**src/udcs_defs.svh**
```systemverilog
`ifndef UDCS_DEFS_SVH
`define UDCS_DEFS_SVH

// ---------------------------------------------------------------
// Register offsets
// ---------------------------------------------------------------
`define UDCS_OFF_EVENT     3'h0
`define UDCS_OFF_ENABLE    3'h1
`define UDCS_OFF_CONTROL   3'h2
`define UDCS_OFF_NODE      3'h3
`define UDCS_OFF_XFER_INFO 3'h4
`define UDCS_OFF_EP0       3'h5

// ---------------------------------------------------------------
// Event flag and mask bit positions
// ---------------------------------------------------------------
`define UDCS_EV_DONE       7
`define UDCS_EV_OVERWRITE  5
`define UDCS_EV_FAULT      4
`define UDCS_EV_IDLE       3
`define UDCS_EV_WAKE       2
`define UDCS_EV_BUSRST     1
`define UDCS_EV_SOF        0
`define UDCS_EV_SW_MASK    8'h3f

// ---------------------------------------------------------------
// Link control bit positions
// ---------------------------------------------------------------
`define UDCS_CTL_WAKE_SEEN 7
`define UDCS_CTL_RST_SEEN  6
`define UDCS_CTL_RESUME    3
`define UDCS_CTL_REG_OFF   2
`define UDCS_CTL_FSLEEP    1
`define UDCS_CTL_FRESET    0

// ---------------------------------------------------------------
// Reset values
// ---------------------------------------------------------------
`define UDCS_RST_EVENT     8'h00
`define UDCS_RST_ENABLE    8'h00
`define UDCS_RST_CONTROL   8'h06
`define UDCS_RST_NODE      7'h00
`define UDCS_RST_XFER_INFO 8'h00
`define UDCS_RST_EP0       8'h00

// ---------------------------------------------------------------
// Token kinds, handshake states, fault codes
// ---------------------------------------------------------------
`define UDCS_PID_OUT       2'h0
`define UDCS_PID_IN        2'h2
`define UDCS_PID_SETUP     2'h3
`define UDCS_HS_DISABLED   2'h0
`define UDCS_HS_STALL      2'h1
`define UDCS_HS_NAK        2'h2
`define UDCS_HS_VALID      2'h3
`define UDCS_FAULT_NONE    3'h0
`define UDCS_FAULT_STUFF   3'h1
`define UDCS_FAULT_CRC     3'h2
`define UDCS_FAULT_EOP     3'h3
`define UDCS_FAULT_PID     3'h4
`define UDCS_FAULT_MEM     3'h5
`define UDCS_FAULT_OTHER   3'h7

// ---------------------------------------------------------------
// Timing
// ---------------------------------------------------------------
`define UDCS_MCLK_MHZ      125
`define UDCS_IDLE_TIME_US  3000

`endif

```
**src/udcs_pkg.sv**
```systemverilog
package udcs_pkg;

	// Answer the device gives to an addressed transaction
	typedef enum logic [1:0] {
		HS_NONE,
		HS_ACK,
		HS_NAK,
		HS_STALL
	} udcs_hs_t;

	// Orders the host end accepts from its user
	typedef enum logic [2:0] {
		CMD_RESET,
		CMD_RESUME,
		CMD_QUIET,
		CMD_SOF,
		CMD_XFER,
		CMD_FAULT
	} udcs_cmd_t;

	typedef enum logic [1:0] {
		H_IDLE,
		H_RESET,
		H_RESUME,
		H_QUIET
	} udcs_hstate_t;

endpackage

```
**src/udcs_link_if.sv**
```systemverilog
`timescale 1ns/1ps
`default_nettype none

interface udcs_link_if;
	logic                  bus_reset;
	logic                  bus_resume;
	logic                  bus_active;
	logic                  sof;
	logic                  xfer_valid;
	logic [1:0]            xfer_pid;
	logic [1:0]            xfer_ep;
	logic [6:0]            xfer_addr;
	logic                  xfer_dir;
	logic                  fault_valid;
	logic [2:0]            fault_code;
	logic                  dev_resume;
	logic                  dev_power;
	udcs_pkg::udcs_hs_t    dev_hs;

	modport dev (
		input  bus_reset, bus_resume, bus_active, sof, xfer_valid, xfer_pid, xfer_ep,
		       xfer_addr, xfer_dir, fault_valid, fault_code,
		output dev_resume, dev_power, dev_hs
	);
	modport host (
		output bus_reset, bus_resume, bus_active, sof, xfer_valid, xfer_pid, xfer_ep,
		       xfer_addr, xfer_dir, fault_valid, fault_code,
		input  dev_resume, dev_power, dev_hs
	);
endinterface

`default_nettype wire

```
**src/udcs_device.sv**
```systemverilog
// How it works
// SETUP overwrite leaves transfer info untouched
// Any link error sets fault flag
// Idle over 3 ms sets idle flag
// Idle detect armed by reset, off during forced sleep
// Activity in suspend sets wake flag, own interrupt
// Bus reset and SOF set their flags
// Bus reset clears address and endpoint control
// Write zero clears flag, one keeps
// Interrupt when flag and mask set, not disabled
// Resume and reset starts set seen bits
// Resume bit drives wake signalling
// Regulator-off bit switches regulator off
// Software waits 3 us after regulator on
// Force-sleep suspends, cleared by bus activity
// Force-reset holds reset, release raises reset event
// Seven-bit address, bit 7 reads zero
// Token kind holds upper PID bits
// Endpoint 1/2 direction recorded on correct transfer
// Endpoint number field names endpoint
// Fault code encodes error type
// Fault code loaded on error, cleared with flag
// Reset clears endpoint bits; done set per transfer
// Handshake state: disabled, stall, NAK, valid
//
// Chosen here: the address-and-strobe port and the placing of the registers.
`timescale 1ns/1ps
`default_nettype none
`include "udcs_defs.svh"

module udcs_device #(
	parameter int IDLE_CYCLES = `UDCS_IDLE_TIME_US * `UDCS_MCLK_MHZ,
	parameter int IDLE_W      = 20
) (
	input  wire logic       mclk,
	input  wire logic       rst,
	udcs_link_if.dev        link,
	input  wire logic [2:0] reg_addr,
	input  wire logic [7:0] reg_wdata,
	input  wire logic       reg_wr,
	input  wire logic       reg_rd,
	output logic      [7:0] reg_rdata,
	input  wire logic       global_irq_dis,
	output logic            irq,
	output logic            wake_irq
);

	logic [7:0]        flags, next_flags;
	logic [7:0]        mask, next_mask;
	logic [7:0]        ctl, next_ctl;
	logic [6:0]        node, next_node;
	logic [7:0]        info, next_info;
	logic [7:0]        ep0, next_ep0;
	logic [IDLE_W-1:0] idle_cnt, next_idle_cnt;
	logic              armed, next_armed;
	logic              suspended, next_suspended;
	logic              rst_q, next_rst_q;
	logic              resume_q, next_resume_q;
	logic [7:0]        next_rdata;
	logic [7:0]        flags_view;
	logic              wr_ev, wr_ctl, wr_ep0;
	logic              iface_rst, activity, force_iface_reset_bit_release;
	logic              hit0, ok0, is_setup;
	logic [1:0]        stat0;

	// ---------------------------------------------------------------
	// Link decode
	// ---------------------------------------------------------------
	assign wr_ev     = reg_wr && reg_addr == `UDCS_OFF_EVENT;
	assign wr_ctl    = reg_wr && reg_addr == `UDCS_OFF_CONTROL;
	assign wr_ep0    = reg_wr && reg_addr == `UDCS_OFF_EP0;
	assign iface_rst = link.bus_reset || ctl[`UDCS_CTL_FRESET];
	assign activity  = link.bus_active || link.bus_resume || link.bus_reset;
	assign force_iface_reset_bit_release = wr_ctl && ctl[`UDCS_CTL_FRESET] && !reg_wdata[`UDCS_CTL_FRESET];
	assign is_setup  = link.xfer_pid == `UDCS_PID_SETUP;
	assign hit0      = link.xfer_valid && link.xfer_ep == 2'h0 && link.xfer_addr == node
		&& !iface_rst;
	assign stat0     = link.xfer_pid == `UDCS_PID_IN ? ep0[5:4] : ep0[1:0];
	// Valid handles, setup needs enabled
	assign ok0       = is_setup ? ep0[1:0] != `UDCS_HS_DISABLED : stat0 == `UDCS_HS_VALID;
	assign flags_view = {ep0[7], 1'b0, flags[5:0]};

	// ---------------------------------------------------------------
	// Link outputs
	// ---------------------------------------------------------------
	// Resume bit drives signalling
	assign link.dev_resume = ctl[`UDCS_CTL_RESUME];
	// Regulator follows off bit
	assign link.dev_power  = !ctl[`UDCS_CTL_REG_OFF];

	always_comb begin
		link.dev_hs = udcs_pkg::HS_NONE;
		if (hit0) begin
			if (is_setup && ok0)
				link.dev_hs = udcs_pkg::HS_ACK;
			else
				case (stat0)
					`UDCS_HS_STALL: link.dev_hs = udcs_pkg::HS_STALL;
					`UDCS_HS_NAK:   link.dev_hs = udcs_pkg::HS_NAK;
					`UDCS_HS_VALID: link.dev_hs = udcs_pkg::HS_ACK;
					default:        link.dev_hs = udcs_pkg::HS_NONE;
				endcase
		end else if (link.xfer_valid && link.xfer_ep != 2'h0 && link.xfer_addr == node
				&& !iface_rst)
			link.dev_hs = udcs_pkg::HS_ACK;
	end

	// ---------------------------------------------------------------
	// Interrupts
	// ---------------------------------------------------------------
	// Flag and mask, gated by disable
	assign irq      = |(flags_view & mask & ~(8'h01 << `UDCS_EV_WAKE)) && !global_irq_dis;
	// Wake event has its own line
	assign wake_irq = flags[`UDCS_EV_WAKE] && mask[`UDCS_EV_WAKE] && !global_irq_dis;

	// ---------------------------------------------------------------
	// Next state
	// ---------------------------------------------------------------
	always_comb begin
		next_flags     = flags;
		next_mask      = mask;
		next_ctl       = ctl;
		next_node      = node;
		next_info      = info;
		next_ep0       = ep0;
		next_idle_cnt  = idle_cnt;
		next_armed     = armed;
		next_suspended = suspended;
		next_rst_q     = link.bus_reset;
		next_resume_q  = link.bus_resume || ctl[`UDCS_CTL_RESUME];
		next_rdata     = 8'h00;

		// Software writes
		// Zero clears, one keeps
		if (wr_ev)
			next_flags = flags & (reg_wdata | ~`UDCS_EV_SW_MASK);
		// Fault code cleared with flag
		if (wr_ev && flags[`UDCS_EV_FAULT] && !reg_wdata[`UDCS_EV_FAULT])
			next_info[2:0] = `UDCS_FAULT_NONE;
		if (reg_wr && reg_addr == `UDCS_OFF_ENABLE)
			next_mask = reg_wdata;
		if (wr_ctl)
			next_ctl[3:0] = reg_wdata[3:0];
		// Seven-bit address
		if (reg_wr && reg_addr == `UDCS_OFF_NODE)
			next_node = reg_wdata[6:0];
		if (wr_ep0) begin
			next_ep0 = {ep0[7] & reg_wdata[7], reg_wdata[6:4], 1'b0, reg_wdata[2:0]};
		end

		// Seen bits on sequence start
		if (link.bus_resume && !resume_q)
			next_ctl[`UDCS_CTL_WAKE_SEEN] = 1'b1;
		if (link.bus_reset && !rst_q)
			next_ctl[`UDCS_CTL_RST_SEEN] = 1'b1;

		// Forced sleep enters suspend
		if (next_ctl[`UDCS_CTL_FSLEEP] && !ctl[`UDCS_CTL_FSLEEP]) begin
			next_suspended = 1'b1;
			// Idle detect off while forced
			next_armed     = 1'b0;
		end

		// Idle detection over the window
		if (activity || !armed || suspended) begin
			next_idle_cnt = '0;
		end else if (idle_cnt >= IDLE_W'(IDLE_CYCLES)) begin
			next_flags[`UDCS_EV_IDLE] = 1'b1;
			next_suspended            = 1'b1;
			next_idle_cnt             = '0;
		end else begin
			next_idle_cnt = idle_cnt + 1'b1;
		end

		if (suspended && activity) begin
			// Wake flag on activity
			next_flags[`UDCS_EV_WAKE]   = 1'b1;
			next_suspended              = 1'b0;
			// Hardware clears force sleep
			next_ctl[`UDCS_CTL_FSLEEP]  = 1'b0;
		end

		// Rearmed after resume ends
		if (resume_q && !(link.bus_resume || ctl[`UDCS_CTL_RESUME])
				&& !ctl[`UDCS_CTL_FSLEEP])
			next_armed = 1'b1;

		// Start of frame
		if (link.sof)
			next_flags[`UDCS_EV_SOF] = 1'b1;

		// Link error raises fault
		if (link.fault_valid) begin
			next_flags[`UDCS_EV_FAULT] = 1'b1;
			// Fault code loaded
			next_info[2:0]             = link.fault_code;
		end

		// Control endpoint transaction
		if (hit0) begin
			if (is_setup && ok0 && ep0[7]) begin
				// Overwrite leaves info alone
				next_flags[`UDCS_EV_OVERWRITE] = 1'b1;
				next_ep0[6:4]             = {1'b1, `UDCS_HS_NAK};
				next_ep0[2:0]             = {1'b0, `UDCS_HS_NAK};
			end else if (ok0) begin
				// Done flag per transfer
				next_ep0[7]    = 1'b1;
				// Token kind recorded
				next_info[7:6] = link.xfer_pid;
				// Endpoint zero
				next_info[4:3] = 2'h0;
				next_ep0[5:4]  = `UDCS_HS_NAK;
				next_ep0[1:0]  = `UDCS_HS_NAK;
				if (is_setup) begin
					next_ep0[6] = 1'b1;
					next_ep0[2] = 1'b0;
				end else if (link.xfer_pid == `UDCS_PID_IN)
					next_ep0[6] = !ep0[6];
				else
					next_ep0[2] = !ep0[2];
			end else if (stat0 == `UDCS_HS_STALL) begin
				next_ep0[5:4] = `UDCS_HS_STALL;
				next_ep0[1:0] = `UDCS_HS_STALL;
			end
		end else if (link.dev_hs == udcs_pkg::HS_ACK) begin
			// Direction of endpoint 1/2
			next_info[5]   = link.xfer_dir;
			// Endpoint number recorded
			next_info[4:3] = link.xfer_ep;
		end

		// Bus reset flag
		if (link.bus_reset && !rst_q) begin
			next_flags[`UDCS_EV_BUSRST] = 1'b1;
			next_armed                  = 1'b1;
		end
		// Release of forced reset
		if (force_iface_reset_bit_release) begin
			next_flags[`UDCS_EV_BUSRST] = 1'b1;
			next_armed                  = 1'b1;
		end
		// Reset clears address and endpoint
		if (iface_rst) begin
			next_node     = `UDCS_RST_NODE;
			// Bits 6:4 and 2:0 cleared
			next_ep0[6:4] = 3'h0;
			next_ep0[2:0] = 3'h0;
			next_idle_cnt = '0;
		end

		// Read mux
		if (reg_rd)
			case (reg_addr)
				`UDCS_OFF_EVENT:     next_rdata = flags_view;
				`UDCS_OFF_ENABLE:    next_rdata = {mask[7], 1'b0, mask[5:0]};
				`UDCS_OFF_CONTROL:   next_rdata = {ctl[7:6], 2'h0, ctl[3:0]};
				`UDCS_OFF_NODE:      next_rdata = {1'b0, node};
				`UDCS_OFF_XFER_INFO: next_rdata = info;
				`UDCS_OFF_EP0:       next_rdata = ep0;
				default:             next_rdata = 8'h00;
			endcase
	end

	// ---------------------------------------------------------------
	// State registers
	// ---------------------------------------------------------------
	always_ff @(posedge mclk or posedge rst) begin
		if (rst) begin
			flags     <= `UDCS_RST_EVENT;
			mask      <= `UDCS_RST_ENABLE;
			ctl       <= `UDCS_RST_CONTROL;
			node      <= `UDCS_RST_NODE;
			info      <= `UDCS_RST_XFER_INFO;
			ep0       <= `UDCS_RST_EP0;
			idle_cnt  <= '0;
			armed     <= 1'b1;
			// Control resets with force sleep set
			suspended <= 1'b1;
			rst_q     <= 1'b0;
			resume_q  <= 1'b0;
			reg_rdata <= 8'h00;
		end else begin
			flags     <= next_flags;
			mask      <= next_mask;
			ctl       <= next_ctl;
			node      <= next_node;
			info      <= next_info;
			ep0       <= next_ep0;
			idle_cnt  <= next_idle_cnt;
			armed     <= next_armed;
			suspended <= next_suspended;
			rst_q     <= next_rst_q;
			resume_q  <= next_resume_q;
			reg_rdata <= next_rdata;
		end
	end

endmodule // udcs_device

`default_nettype wire

```
**src/flat_wrapper.sv**
```systemverilog
// flat-port wrapper written by rule: the top's interface ports become plain ports
module udcs_device_flat 
#(
	parameter int IDLE_CYCLES = `UDCS_IDLE_TIME_US * `UDCS_MCLK_MHZ,
	parameter int IDLE_W      = 20
)
  (mclk, rst, reg_addr, reg_wdata, reg_wr, reg_rd, reg_rdata, global_irq_dis, irq, wake_irq, link_bus_reset, link_bus_resume, link_bus_active, link_sof, link_xfer_valid, link_xfer_pid, link_xfer_ep, link_xfer_addr, link_xfer_dir, link_fault_valid, link_fault_code, link_dev_resume, link_dev_power, link_dev_hs);
  udcs_link_if link_i ();
  input  wire logic mclk;
  input  wire logic rst;
  input  wire logic [2:0] reg_addr;
  input  wire logic [7:0] reg_wdata;
  input  wire logic reg_wr;
  input  wire logic reg_rd;
  output logic      [7:0] reg_rdata;
  input  wire logic global_irq_dis;
  output logic irq;
  output logic wake_irq;
  input wire logic [$bits(link_i.bus_reset)-1:0] link_bus_reset;
  input wire logic [$bits(link_i.bus_resume)-1:0] link_bus_resume;
  input wire logic [$bits(link_i.bus_active)-1:0] link_bus_active;
  input wire logic [$bits(link_i.sof)-1:0] link_sof;
  input wire logic [$bits(link_i.xfer_valid)-1:0] link_xfer_valid;
  input wire logic [$bits(link_i.xfer_pid)-1:0] link_xfer_pid;
  input wire logic [$bits(link_i.xfer_ep)-1:0] link_xfer_ep;
  input wire logic [$bits(link_i.xfer_addr)-1:0] link_xfer_addr;
  input wire logic [$bits(link_i.xfer_dir)-1:0] link_xfer_dir;
  input wire logic [$bits(link_i.fault_valid)-1:0] link_fault_valid;
  input wire logic [$bits(link_i.fault_code)-1:0] link_fault_code;
  output wire logic [$bits(link_i.dev_resume)-1:0] link_dev_resume;
  output wire logic [$bits(link_i.dev_power)-1:0] link_dev_power;
  output wire logic [$bits(link_i.dev_hs)-1:0] link_dev_hs;
  assign link_i.bus_reset = link_bus_reset;
  assign link_i.bus_resume = link_bus_resume;
  assign link_i.bus_active = link_bus_active;
  assign link_i.sof = link_sof;
  assign link_i.xfer_valid = link_xfer_valid;
  assign link_i.xfer_pid = link_xfer_pid;
  assign link_i.xfer_ep = link_xfer_ep;
  assign link_i.xfer_addr = link_xfer_addr;
  assign link_i.xfer_dir = link_xfer_dir;
  assign link_i.fault_valid = link_fault_valid;
  assign link_i.fault_code = link_fault_code;
  assign link_dev_resume = link_i.dev_resume;
  assign link_dev_power = link_i.dev_power;
  assign link_dev_hs = link_i.dev_hs;
  udcs_device #(.IDLE_CYCLES(IDLE_CYCLES), .IDLE_W(IDLE_W)) u_core (.mclk(mclk), .rst(rst), .link(link_i), .reg_addr(reg_addr), .reg_wdata(reg_wdata), .reg_wr(reg_wr), .reg_rd(reg_rd), .reg_rdata(reg_rdata), .global_irq_dis(global_irq_dis), .irq(irq), .wake_irq(wake_irq));
endmodule
```
**config.mk**
```make
export PLATFORM = sky130hd
export DESIGN_NAME = udcs_device_flat
export DESIGN_NICKNAME = d
export VERILOG_FILES = /design/src/udcs_pkg.sv /design/src/udcs_link_if.sv /design/src/udcs_device.sv /design/src/flat_wrapper.sv
export VERILOG_INCLUDE_DIRS = /design/src /design/src/src
export SDC_FILE = /design/constraint.sdc
export NUM_CORES = 1
export LEC_CHECK = 0
export ABC_AREA = 1
export BUFFER_PORTS_ARGS = -buffer_cell sky130_fd_sc_hd__buf_2
export CAP_MARGIN = 20
export CORE_UTILIZATION = 50
export DETAILED_ROUTE_END_ITERATION = 7
export HOLD_SLACK_MARGIN = 0.05
export PLACE_DENSITY = 0.7
export REMOVE_ABC_BUFFERS = 1
export SETUP_SLACK_MARGIN = 0.4
export SYNTH_ARGS = -nofsm -noshare
export SYNTH_HDL_FRONTEND = slang
export SYNTH_SLANG_ARGS = --single-unit
```
**constraint.sdc**
```tcl
create_clock -name mclk -period 2.9 [get_ports mclk]
set_clock_uncertainty 0.1 [all_clocks]
set_input_delay 0.29 -clock mclk [delete_from_list [all_inputs] [get_ports mclk]]
set_output_delay 0.29 -clock mclk [all_outputs]
set_load 0.01 [all_outputs]
```
==> metrics.csv <==
stage,metric,value,unit
layout,Area Overhead vs Synth,18.22,%
detailed_routing,Post-route DRC,0,
yosys,Yosys cell types,39,
detailed_routing,DR vias,3607,
detailed_routing,Routed Wire Length,9906,um
die,row count,31,
placement,Placed Area,4268,um^2
yosys,synthesized area,3900,um^2
power,Leak,2.231,nW
clock_tree,CTS tree,built,
timing,final hold violations,0,
hold_path,Hold WC Path Type,in -> reg,
detailed_routing,DRT Pass-1 Iters,5,
die,Core Area,7408,um^2
clock_tree,"Reg clk slew, reported paths",0.08,ns
detailed_routing,starting DRC count in detailed routing,254,
timing,final worst slack,0.5326,ns
power,clock power share,0.382,
clock_tree,Clock Latency Late Sink,0.35,ns
global_route,vias in the first global route,3461,
power,pwr dens,504.8,nW/um^2
detailed_routing,antenna violation net count after detailed routing,0,
die,Die Span X,90.32,um
worst_setup_path,WS Path Type,in -> out,
die,Die Height,90.32,um
power,Final Power,2.327,mW
global_route,first-pass GRT wire length,16770,um
layout,ratio of cells with drive above 1 in the final layout,0.1792,
global_route,met3 usage,0.05808,
placement,final RePlAce weighted congestion,0.8854,
detailed_routing,drt wl/cell,14.46,um
die,Die ar.,8157,um^2
worst_setup_path,family with the most delay on the worst path,buffers and inverters,
global_route,Tot GR Track Use,0.2627,
worst_setup_path,Critical Path End Type,primary output,
placement,"worst slack, placed",0.8643,ns
global_route,gr ovfl total,0,
die,IO Pins,51,
flow_run,maxcap violations,0,
timing,TNS Setup,0,ns
timing,worst hold slack,0.05816,ns
clock_tree,CTS buffer count,9,
timing,Slew @ Worst Pin,0.7899,ns
layout,Finished Layout Cells,685,
worst_setup_path,Worst EP required,2.51,ns
layout,Util after Layout,0.6224,
layout,fin area,4611,um^2
timing,final setup fails,0,
worst_setup_path,worst-path cell chain,dlygate4sd3_1 -> buf_2 -> nor2_4 -> inv_2 -> nor2_4 -> nand2_1 -> nor2_2 -> nand2_2 -> nor4b_2 -> buf_2,
timing,fmax,422.4,MHz
timing,Max-slew headroom,0.4727,
global_route,M2 GR Usage,0.4027,
yosys,Synth Register Bits,73,
power,Sw Share,0.2652,
global_route,met1 Use GR,0.3749,
clock_tree,CTS sink count,73,
detailed_routing,vias per cell,5.266,
placement,DP HPWL,7392,um
power,sequential share of power,0.488,
worst_setup_path,crit-path max cell delay,0.54,ns
global_route,largest net degree at the start of global routing,39,
global_route,initial antenna violation count,0,
worst_setup_path,Critical Path Fanout Max,6,
timing,RSZ-0062 raised after global routing,false,
power,switching pwr,0.6173,mW
timing,period utilization,0.8163,
layout,Layout Nets,622,
yosys,synthesized instance count,510,
layout,final antenna diode count,0,
die,Initial Utilization,0.5264,
worst_setup_path,CP bufs+invs,4,
placement,IO buf count,50,
status,status,"complete, no violations",
worst_setup_path,CP startpoint kind,input port,
timing,Final Max Tran Viols,0,
yosys,Mapped Avg Cell Area,7.647,um^2
yosys,sequential cell area fraction in the yosys report,0.4697,
worst_setup_path,slowest cell on the critical path,dlygate4sd3_1,
global_route,busiest layer in global routing,met2,
power,Comb power frac,0.129,
power,internal power,1.710,mW
power,Max VDD drop,0.2411,mV
timing,final period demand of the worst path,2.367,ns
placement,Inst Count DP,656,
yosys,yosys warns,0,
clock_tree,Max Root-Sink Buffers,2,
clock_tree,CTS root buf,clkbuf_8,
worst_setup_path,Worst EP arrival,1.98,ns
clock_tree,H-tree depth,3,
[worst paths after layout]
check                              startpoint              to  slack (ns)  cells past startpoint
min in group asynchronous                 rst   u_core.ctl[7]        0.54                      3
setup / recovery               link_bus_reset  link_dev_hs[1]        0.53                     10
max in group asynchronous                 rst   u_core.ep0[1]        1.49                      4
hold / removal             link_fault_code[1]  u_core.info[1]        0.06                      3
hold reg to reg               u_core.resume_q   u_core.ctl[7]        0.39                      1
setup reg to reg                u_core.ep0[4]  u_core.info[4]        1.05                      9
[cells in the final DEF, fill, tap and decap left out, types with 6 or more instances in the layout]
| cell type | instances |
|---|---|
| o22ai_1 | 13 |
| clkbuf_8 | 10 |
| o21ai_0 | 39 |
| dfrtp_1 | 69 |
| buf_2 | 50 |
| xor2_1 | 6 |
| inv_2 | 7 |
| nand2_1 | 128 |
| nand4_1 | 8 |
| nand3_1 | 23 |
| a21oi_1 | 17 |
| inv_1 | 78 |
| a31oi_1 | 8 |
| nor2_1 | 59 |
| dlygate4sd3_1 | 8 |
[power by group through the flow]
stage	Combinational, mW	Sequential (mW)	Clock [mW]
CTS	0.288	1.14	0.904
detailed placement	0.278	1.16	0
floorplan	0.167	1.15	0
finish	0.301	1.14	0.890
global placement	0.272	1.15	0
global route	0.338	1.14	0.949
[tightest hold or removal path, cell delays in order]
cell and delay, ns:
buf_2 0.08, nand2_1 0.04, o21ai_0 0.06
[registers in the layout, summed over array words and instances, names as in the netlist]
| register | count |
|---|---|
| u_core.mask | 7 |
| u_core.ctl | 6 |
| u_core.info | 8 |
| u_core.resume_q | 1 |
| u_core.reg_rdata | 8 |
| u_core.idle_cnt | 20 |
| u_core.ep0 | 7 |
| u_core.armed | 1 |
| u_core.rst_q | 1 |
| u_core.flags | 6 |
| u_core.suspended | 1 |
| u_core.node | 7 |
[metal layers]
metal  share of wire  up-vias
li1                -     1779
met1            0.47     1700
met2            0.45      118
met3           0.065       10
met4          0.0095        0
met5               0        -
[synthesized netlist by cell type]
cell type  count  area [um^2]
or2_2          2        12.51
nor2_4         4        45.04
o31ai_1        1        7.510
nor4b_2        1        15.01
a221oi_1       1        8.760
nand3_1       23        115.1
a41oi_1        1        8.760
inv_1         79        296.5
inv_2          6        22.52
dfstp_2        4        105.1
a31oi_1        8        50.05
nand3b_1       1        7.510
nor3_2         2        20.02
nor2_1        60        225.2
o22ai_1       13        81.33
o2111ai_1      1        8.760
dfrtp_1       69         1727
o221ai_1       1        8.760
nand3_2        2        20.02
nor3_1         5        25.02
nand4_4        1        21.27
nor3_4         1        16.27
xnor2_1        1        8.760
o21ai_0       39        195.2
buf_2          3        15.01
nand4_1        8        50.05
nand2_2        3        18.77
buf_6          1        11.26
xor2_1         6        52.55
ha_1           4        50.05
o21ai_2        1        8.760
conb_1         1        3.750
a22oi_1        2        15.01
a21oi_1       17        85.08
o21ai_1        2        10.01
nor2_2         4        25.02
a211oi_1       2        15.01
nand2_1      129        484.2
clkinv_1       1        3.750
[cell type report]
class / instances / area (um^2)
inverter: 86 / 322.8
fill: 682 / 2798
timing repair buffer: 64 / 387.9
clock buffer: 11 / 141.4
sequential: 73 / 1832
clock inverter: 5 / 78.83
multi-input combinational: 347 / 1724
tap: 99 / 123.9
[cell families after synthesis]
group | share of synthesized area
DFF | 0.4697
AOI/OAI and AO/OA | 0.1290
xor gates and xnor gates | 0.01572
buffers and inverters | 0.08951
and+or+nand+nor | 0.2823
adders and majority gates | 0.01283
other | 0.0009615
[what timing repair did]
action | CTS | global route
setup buffers | 0 | 5
gates resized for setup | 0 | 2
hold endpoints to repair | 40 | 0
hold buffers | 8 | 0
endpoints found under the setup margin | 0 | 2
Power figures use the tool's default switching activity.
